**src/e3tt_pkg.sv**
```systemverilog
// constants for the transmit trail identifier byte block
package e3tt_pkg;
    localparam int unsigned ID_BYTES = 16;
    localparam int unsigned ADDR_W = 8;
    localparam int unsigned DATA_W = 8;
    localparam int unsigned POS_W = 4;
    // byte address of identifier register 0; register 15 sits at 0x47
    localparam logic [7:0] ID_BASE = 8'h38;
    localparam logic [7:0] ID_LAST = 8'h47;
    localparam logic [7:0] ADDR_BYTE_SIX = 8'h3E;
    localparam logic [7:0] ADDR_BYTE_SEVEN = 8'h3F;
    localparam logic [7:0] ADDR_BYTE_EIGHT = 8'h40;
    localparam logic [7:0] ADDR_BYTE_NINE = 8'h41;
    localparam logic [7:0] ADDR_BYTE_TEN = 8'h42;
    localparam logic [7:0] ADDR_BYTE_ELEVEN = 8'h43;
    localparam logic [7:0] ADDR_BYTE_TWELVE = 8'h44;
    // block status register
    localparam logic [7:0] ADDR_STATUS = 8'h50;
    localparam int unsigned STAT_POS_LSB = 0;
    localparam int unsigned STAT_VALID0 = 4;
    localparam int unsigned STAT_VALID1 = 5;
    localparam int unsigned STAT_MODE = 6;
    localparam logic [7:0] ID_RESET = 8'h00;
    localparam logic [3:0] POS_RESET = 4'h0;
    localparam logic [3:0] POS_LAST = 4'hF;
    localparam logic [7:0] RDATA_RESET = 8'h00;
endpackage : e3tt_pkg

```
**src/e3tt_trail_tx.sv**
```systemverilog
// transmit trail identifier registers, frame sequencer and output buffer
//
// Behaviour
// - sixteen byte registers feed trail slot, byte per frame
// - register k is read in frame k+1
// - byte read goes into next frame's slot
// - registers are eight-bit read/write, reset zero
// - insertion only in the G.832 framing format
// - registers at consecutive addresses, 15 highest
//
// The plain strobed port was decided locally.
`timescale 1ns/100ps
module e3tt_trail_tx (
    // clock and reset
    input wire logic ref_clk,
    input wire logic rst,
    // register port
    input wire logic [e3tt_pkg::ADDR_W-1:0] addr,
    input wire logic [e3tt_pkg::DATA_W-1:0] wdata,
    input wire logic wr,
    input wire logic rd,
    output logic [e3tt_pkg::DATA_W-1:0] rdata,
    // framer side
    input wire logic frame_start,
    input wire logic g832_mode,
    // trail byte stream toward the slot inserter
    output logic out_valid,
    output logic [e3tt_pkg::DATA_W-1:0] out_data,
    input wire logic out_ready,
    // current frame position
    output logic [e3tt_pkg::POS_W-1:0] frame_pos
);

    ////////////////////////////////////////////////////////////////////////
    // register file

    logic [e3tt_pkg::DATA_W-1:0] id_reg [e3tt_pkg::ID_BYTES];
    wire logic id_hit;
    wire logic stat_hit;
    wire logic [e3tt_pkg::POS_W-1:0] id_idx;
    wire logic [7:0] addr_off;
    wire logic [7:0] status_word;
    wire logic [e3tt_pkg::DATA_W-1:0] next_rdata;

    assign addr_off = addr - e3tt_pkg::ID_BASE;
    assign id_hit = (addr >= e3tt_pkg::ID_BASE)
        && (addr <= e3tt_pkg::ID_LAST);
    assign id_idx = addr_off[e3tt_pkg::POS_W-1:0];
    assign stat_hit = (addr == e3tt_pkg::ADDR_STATUS);

    logic buf_v0;
    logic buf_v1;
    logic [e3tt_pkg::DATA_W-1:0] buf_d0;
    logic [e3tt_pkg::DATA_W-1:0] buf_d1;

    assign status_word = {1'b0, g832_mode, buf_v1, buf_v0, frame_pos};
    // unmapped addresses read as zero
    assign next_rdata = !rd ? e3tt_pkg::RDATA_RESET
        : id_hit ? id_reg[id_idx]
        : stat_hit ? status_word
        : e3tt_pkg::RDATA_RESET;

    always_ff @(posedge ref_clk) begin
        if (rst) begin
            for (int i = 0; i < e3tt_pkg::ID_BYTES; i++) begin
                id_reg[i] <= e3tt_pkg::ID_RESET;
            end
        end else if (wr && id_hit) begin
            id_reg[id_idx] <= wdata;
        end
    end

    // the check byte in register 0 is taken as written, never computed
    always_ff @(posedge ref_clk) begin
        if (rst) begin
            rdata <= e3tt_pkg::RDATA_RESET;
        end else begin
            rdata <= next_rdata;
        end
    end

    ////////////////////////////////////////////////////////////////////////
    // frame sequencer

    wire logic buf_in_ready;
    wire logic push;
    wire logic pop;
    wire logic [e3tt_pkg::DATA_W-1:0] sel_byte;
    wire logic [e3tt_pkg::POS_W-1:0] next_pos;

    // a byte that finds the buffer full is retried next frame, so the
    // position holds rather than skipping an identifier byte
    assign buf_in_ready = !buf_v1;
    assign push = frame_start && g832_mode && buf_in_ready;
    assign pop = buf_v0 && out_ready;
    assign sel_byte = id_reg[frame_pos];
    assign next_pos = (frame_pos == e3tt_pkg::POS_LAST)
        ? e3tt_pkg::POS_RESET
        : frame_pos + 4'h1;

    always_ff @(posedge ref_clk) begin
        if (rst || !g832_mode) begin
            frame_pos <= e3tt_pkg::POS_RESET;
        end else if (push) begin
            frame_pos <= next_pos;
        end
    end

    ////////////////////////////////////////////////////////////////////////
    // two-entry output buffer; head entry drives the outputs directly

    always_ff @(posedge ref_clk) begin
        if (rst) begin
            buf_v0 <= 1'b0;
            buf_v1 <= 1'b0;
            buf_d0 <= e3tt_pkg::ID_RESET;
            buf_d1 <= e3tt_pkg::ID_RESET;
        end else if (pop) begin
            if (buf_v1) begin
                buf_d0 <= buf_d1;
                buf_v1 <= 1'b0;
            end else begin
                buf_v0 <= push;
                buf_d0 <= sel_byte;
            end
        end else if (push) begin
            if (!buf_v0) begin
                buf_v0 <= 1'b1;
                buf_d0 <= sel_byte;
            end else begin
                buf_v1 <= 1'b1;
                buf_d1 <= sel_byte;
            end
        end
    end

    assign out_valid = buf_v0;
    assign out_data = buf_d0;

    logic [e3tt_pkg::POS_W-1:0] pos_prev;
    always_ff @(posedge ref_clk) begin
        pos_prev <= frame_pos;
    end
endmodule : e3tt_trail_tx

```
**config.mk**
```make
export PLATFORM = sky130hd
export DESIGN_NAME = e3tt_trail_tx
export DESIGN_NICKNAME = d
export VERILOG_FILES = /design/src/e3tt_pkg.sv /design/src/e3tt_trail_tx.sv
export SDC_FILE = /design/constraint.sdc
export NUM_CORES = 1
export LEC_CHECK = 0
export BUFFER_PORTS_ARGS = -buffer_cell sky130_fd_sc_hd__buf_2
export CAP_MARGIN = 25
export CORE_MARGIN = 4
export CORE_UTILIZATION = 30
export CTS_BUF_LIST = sky130_fd_sc_hd__clkbuf_4 sky130_fd_sc_hd__clkbuf_8
export CTS_CLUSTER_DIAMETER = 50
export DETAILED_ROUTE_END_ITERATION = 16
export SLEW_MARGIN = 20
export SYNTH_ARGS = -nofsm -noshare
export SYNTH_HDL_FRONTEND = slang
export SYNTH_SLANG_ARGS = --single-unit
```
**constraint.sdc**
```tcl
create_clock -name ref_clk -period 2.6 [get_ports ref_clk]
set_input_delay 0.39 -clock ref_clk [delete_from_list [all_inputs] [get_ports ref_clk]]
set_output_delay 0.39 -clock ref_clk [all_outputs]
set_load 0.005 [all_outputs]
```
-- Word level (Yosys, flattened, before mapping)
Memories as Yosys holds them, arrays and structs flattened. A register that Yosys moved wholly into a read port is not among the register bits.
Cells that the tools add are included.
- input bits: 23
- latch bits: 0
- ROM bits: 0
- output and inout bits: 21
- bits in registers: 30
- logic and storage cells: 53
- RAM bits: 128
- memories: 1
- memory list (memory ; depth ; bits a word ; read ports ; clocked after Yosys merged registers in ; write ports ; RTL line ; text):
    id_reg ; 16 ; 8 ; 2 ; 1 ; 16 ; e3tt_trail_tx.sv:37 ; logic [e3tt_pkg::DATA_W-1:0] id_reg [e3tt_pkg::ID_BYTES];
- multiplexer cells: 20
- bitwise operators: 2
- shift-type cells: 0
- divide/modulo/power cells: 0
- reductions and logical operators: 16
- magnitude comparators: 2
- multiply operators: 0
- equal/unequal tests: 4
- add/subtract/negate cells: 2
- operators with widths (operator ; number):
    2-to-1 mux 8 bit ; 6
    2-to-1 mux 4 bit ; 4
    2-to-1 mux 1 bit ; 9
    == test 8 x 7 -> 1 bit, second input constant ; 1
    >= comparator 8 x 6 -> 1 bit, second input constant ; 1
    <= comparator 8 x 7 -> 1 bit, second input constant ; 1
    OR reduction 8 bit ; 1
    2-to-1 mux 7 bit ; 1
    AND reduction 2 bit ; 3
    logical AND 1 bit ; 5
    adder 4 x 1 -> 4 bit, second input constant ; 1
    == test 4 bit, second input constant ; 1
    OR reduction 2 bit ; 2
    subtractor 4 bit, second input constant ; 1
    AND reduction 3 bit ; 1
    zero test 1 bit ; 2
    != test 2 x 1 -> 1 bit, second input constant ; 1
    != test 2 bit, second input constant ; 1
    inverter 1 bit ; 2
    nonzero test 2 bit ; 1
    logical OR 1 bit ; 1

-- Logic depth before layout (Yosys ltp)
- depth in word-level cells: 8
- mapped depth: 7

-- Worst setup path before layout
OpenSTA, ideal clock, no wires.
- kind: in2reg
- from: input port addr[0] (netlist bit)
- to: memory id_reg[11][0] (netlist bit) (enable)
- data arrival time: 2025 ps
- path buffers: 3
- slack: 188 ps
- stages on the path: 6
- library setup time: 387 ps
- cells stage by stage: buf_4 buf_4 inv_1 or3_1 buf_2 o31ai_1
- RTL lines (what ; RTL line ; text):
    start, declared ; e3tt_trail_tx.sv:18 ; input wire logic [e3tt_pkg::ADDR_W-1:0] addr,
    end, declared ; e3tt_trail_tx.sv:37 ;

==> run metrics <==
Crit. End Element=flip-flop; max reg flops=128; die area=29400 um^2; Cells after DPL=1005; global-route wire length before repair=33800 um; Total GRT Usage=15.5%; Worst Path Max Fanout=10; clock tree buffer depth=2; WHS Endpoint=buf_v1; #FFs+latches synth=162; Setup CP Type=flip-flop to flip-flop; Critical R2R Capture=buf_d1[7]; Yosys cell types=45; Post-synth top flop=edfxtp_1; Final WS setup=422 ps; Setup Buffers After CTS=0; Async SR Flop Fraction=0%; CTS buffer count=17; total core area=26100 um^2; final critical-path required period=2180 ps; DR pass1 iterations=5; unrepaired setup endpoints after global routing=false; routed wire length=22300 um; Post-synth EDFFs=128; Port Buf Inserts=43; Post-Route Setup TNS=0 ps; Nets=713; Mapped Cells=610; Clock Latency Late Sink=450 ps; # DRC=0; startpoint type of the worst setup path=flip-flop; Clock Skew=12.8 ps; via/cell ratio=5.44; hold_buf cts=0; Max-Cap Viols=0; area share of the largest cell type after synthesis=48.0%; largest net degree at the start of global routing=33; Non-Filler Instances=1037; post-cts gate resize count=0; HPWL Detailed=17000 um; num ports=44; number of diodes=0; WHS Path Cells=2; static leakage=3.10 nW; post-synthesis average cell area=13.1 um^2; final hold violation count=0; post-synthesis sequential area ratio=56.5%; Slew headroom=47.3%; Hold WC Path Type=input pin to flip-flop; starting density of the core=30.7%; PD cells=576 nW/um^2; clk slew on worst S/H paths=80 ps; clock root buffer=clkbuf_8; wire per inst=21.5 um; Syn. warnings=0; htree depth=4; Power Total=5.33 mW; max-slew violations=0; Reg2Reg Depth=5; Max Freq=459 MHz; actual slew at the worst max-slew pin=787 ps; r2r setup slk=420 ps; final worst-path cycle share=83.8%; RD Place Congestion=0.830; layout cell share with drive strength beyond 1=29.1%; Die Y=171 um; Setup Viol. Count Final=0; commonest non-fill, non-tap cell in the layout=nor2_1; Die W=171 um; Synth Net Count=634; vias in the first global route=5486; Num Clock Sinks=162; commonest cells after routing, fill and taps aside=nor2_1 (135), edfxtp_1 (128), nand2_1 (74), mux4_2 (64), buf_4 (56); DR vias=5643; CP arrival=2520 ps; initial antenna violation count=3; CP required=2940 ps; grt ovf=0; Iter 0 DRT Violations=544; pre-CTS WS=224 ps; leading area contributor after synthesis=edfxtp_1; Area growth syn-to-layout=15.3%; synth top area cells=edfxtp_1 (48%), mux4_2 (18%), dfxtp_1 (8.5%); CTS tree=yes; worst hold start=out_ready; post-synthesis cell area=8010 um^2; status=finished, final reports clean; Worst VDD drop=0.000280 V; Routed Antenna Nets=0; row count=59
report_power, final:
part | internal (mW) | switching [mW] | total, mW
registers | 2.91 | 0.0822 | 2.99
logic | 0.230 | 0.274 | 0.504
clock network | 0.929 | 0.906 | 1.83
cells in the mapped netlist (2+ instances only):
| library cell | number |
|---|---|
| nor2_1 | 135 |
| edfxtp_1 | 128 |
| nand2_1 | 74 |
| mux4_2 | 64 |
| dfxtp_1 | 34 |
| a21oi_1 | 17 |
| buf_6 | 15 |
| mux2i_1 | 15 |
| o21ai_1 | 14 |
| buf_2 | 10 |
| clkbuf_1 | 9 |
| a221oi_1 | 8 |
| o221ai_1 | 8 |
| a21o_1 | 7 |
| o22ai_1 | 7 |
| buf_1 | 5 |
| inv_1 | 5 |
| or3_1 | 5 |
| a221o_1 | 4 |
| buf_4 | 4 |
| a211o_1 | 3 |
| a211oi_1 | 3 |
| nand3_1 | 3 |
| nand3b_1 | 3 |
| o211ai_1 | 3 |
| o31ai_1 | 3 |
| a22oi_1 | 2 |
| and2_1 | 2 |
| nor2b_1 | 2 |
| nor3b_1 | 2 |
| o21ai_0 | 2 |
worst max-delay path by stage:
| stage | startpoint | end | slack [ps] | cells past startpoint |
|---|---|---|---|---|
| 2_1_floorplan | addr[0] | id_reg[11][0] | 190 | 6 |
| 3_3_place_gp | addr[3] | id_reg[4][4] | 290 | 6 |
| 3_5_place_dp | addr[3] | id_reg[12][2] | 220 | 6 |
| 4_1_cts | flip-flop | buf_d1[2] | 440 | 5 |
| 5_1_grt | flip-flop | buf_d1[7] | 340 | 5 |
| 6_report | flip-flop | buf_d1[7] | 420 | 5 |
worst max-delay path, stage by stage (launching register included):
cell and delay (ps):
dfxtp_2 610, buf_4 230, mux4_2 520, mux2i_1 380, o22ai_1 160, a21o_1 170
routing by layer:
layer  track usage, %  part of all wire (%)  vias up
met5                0                  0.13        -
met4             5.79                   2.6        6
met3             3.88                   9.1       41
met2             25.7                    50      285
met1             19.6                    38     2835
li1                 -                     -     2476
cell families (layout without fill, tap and decap cells):
kind of cell / Yosys count / count (layout) / share of synthesized area, %
muxes: 79 / 79 / 19.9
and+or+nand+nor: 233 / 233 / 12.0
buffers and inverters: 49 / 141 / 4.04
AOI/OAI and AO/OA: 85 / 85 / 7.37
adders and majority gates: 1 / 1 / 0.156
xor gates and xnor gates: 1 / 1 / 0.109
DFF: 162 / 162 / 56.5
through the flow:
stage                     area [um^2]  hold WS, ps  util [%]
final                            9240          198      35.4
after global routing             9240          203      35.4
after CTS                        9240          168      35.4
after detailed placement         8850          443      33.9
after global placement           8850          436      33.9
after floorplan                  8010          427         -
cell type report:
type,count,area (um^2)
Timing Repair Buffer,103,716
Clock inverter,10,110
Multi-Input combinational cell,399,3160
Tap cell,335,419
Inverter,6,22.5
Clock buffer,22,284
Fill cell,2526,16900
Sequential cell,162,4530
No activity file was read; power rests on OpenSTA's default activity.
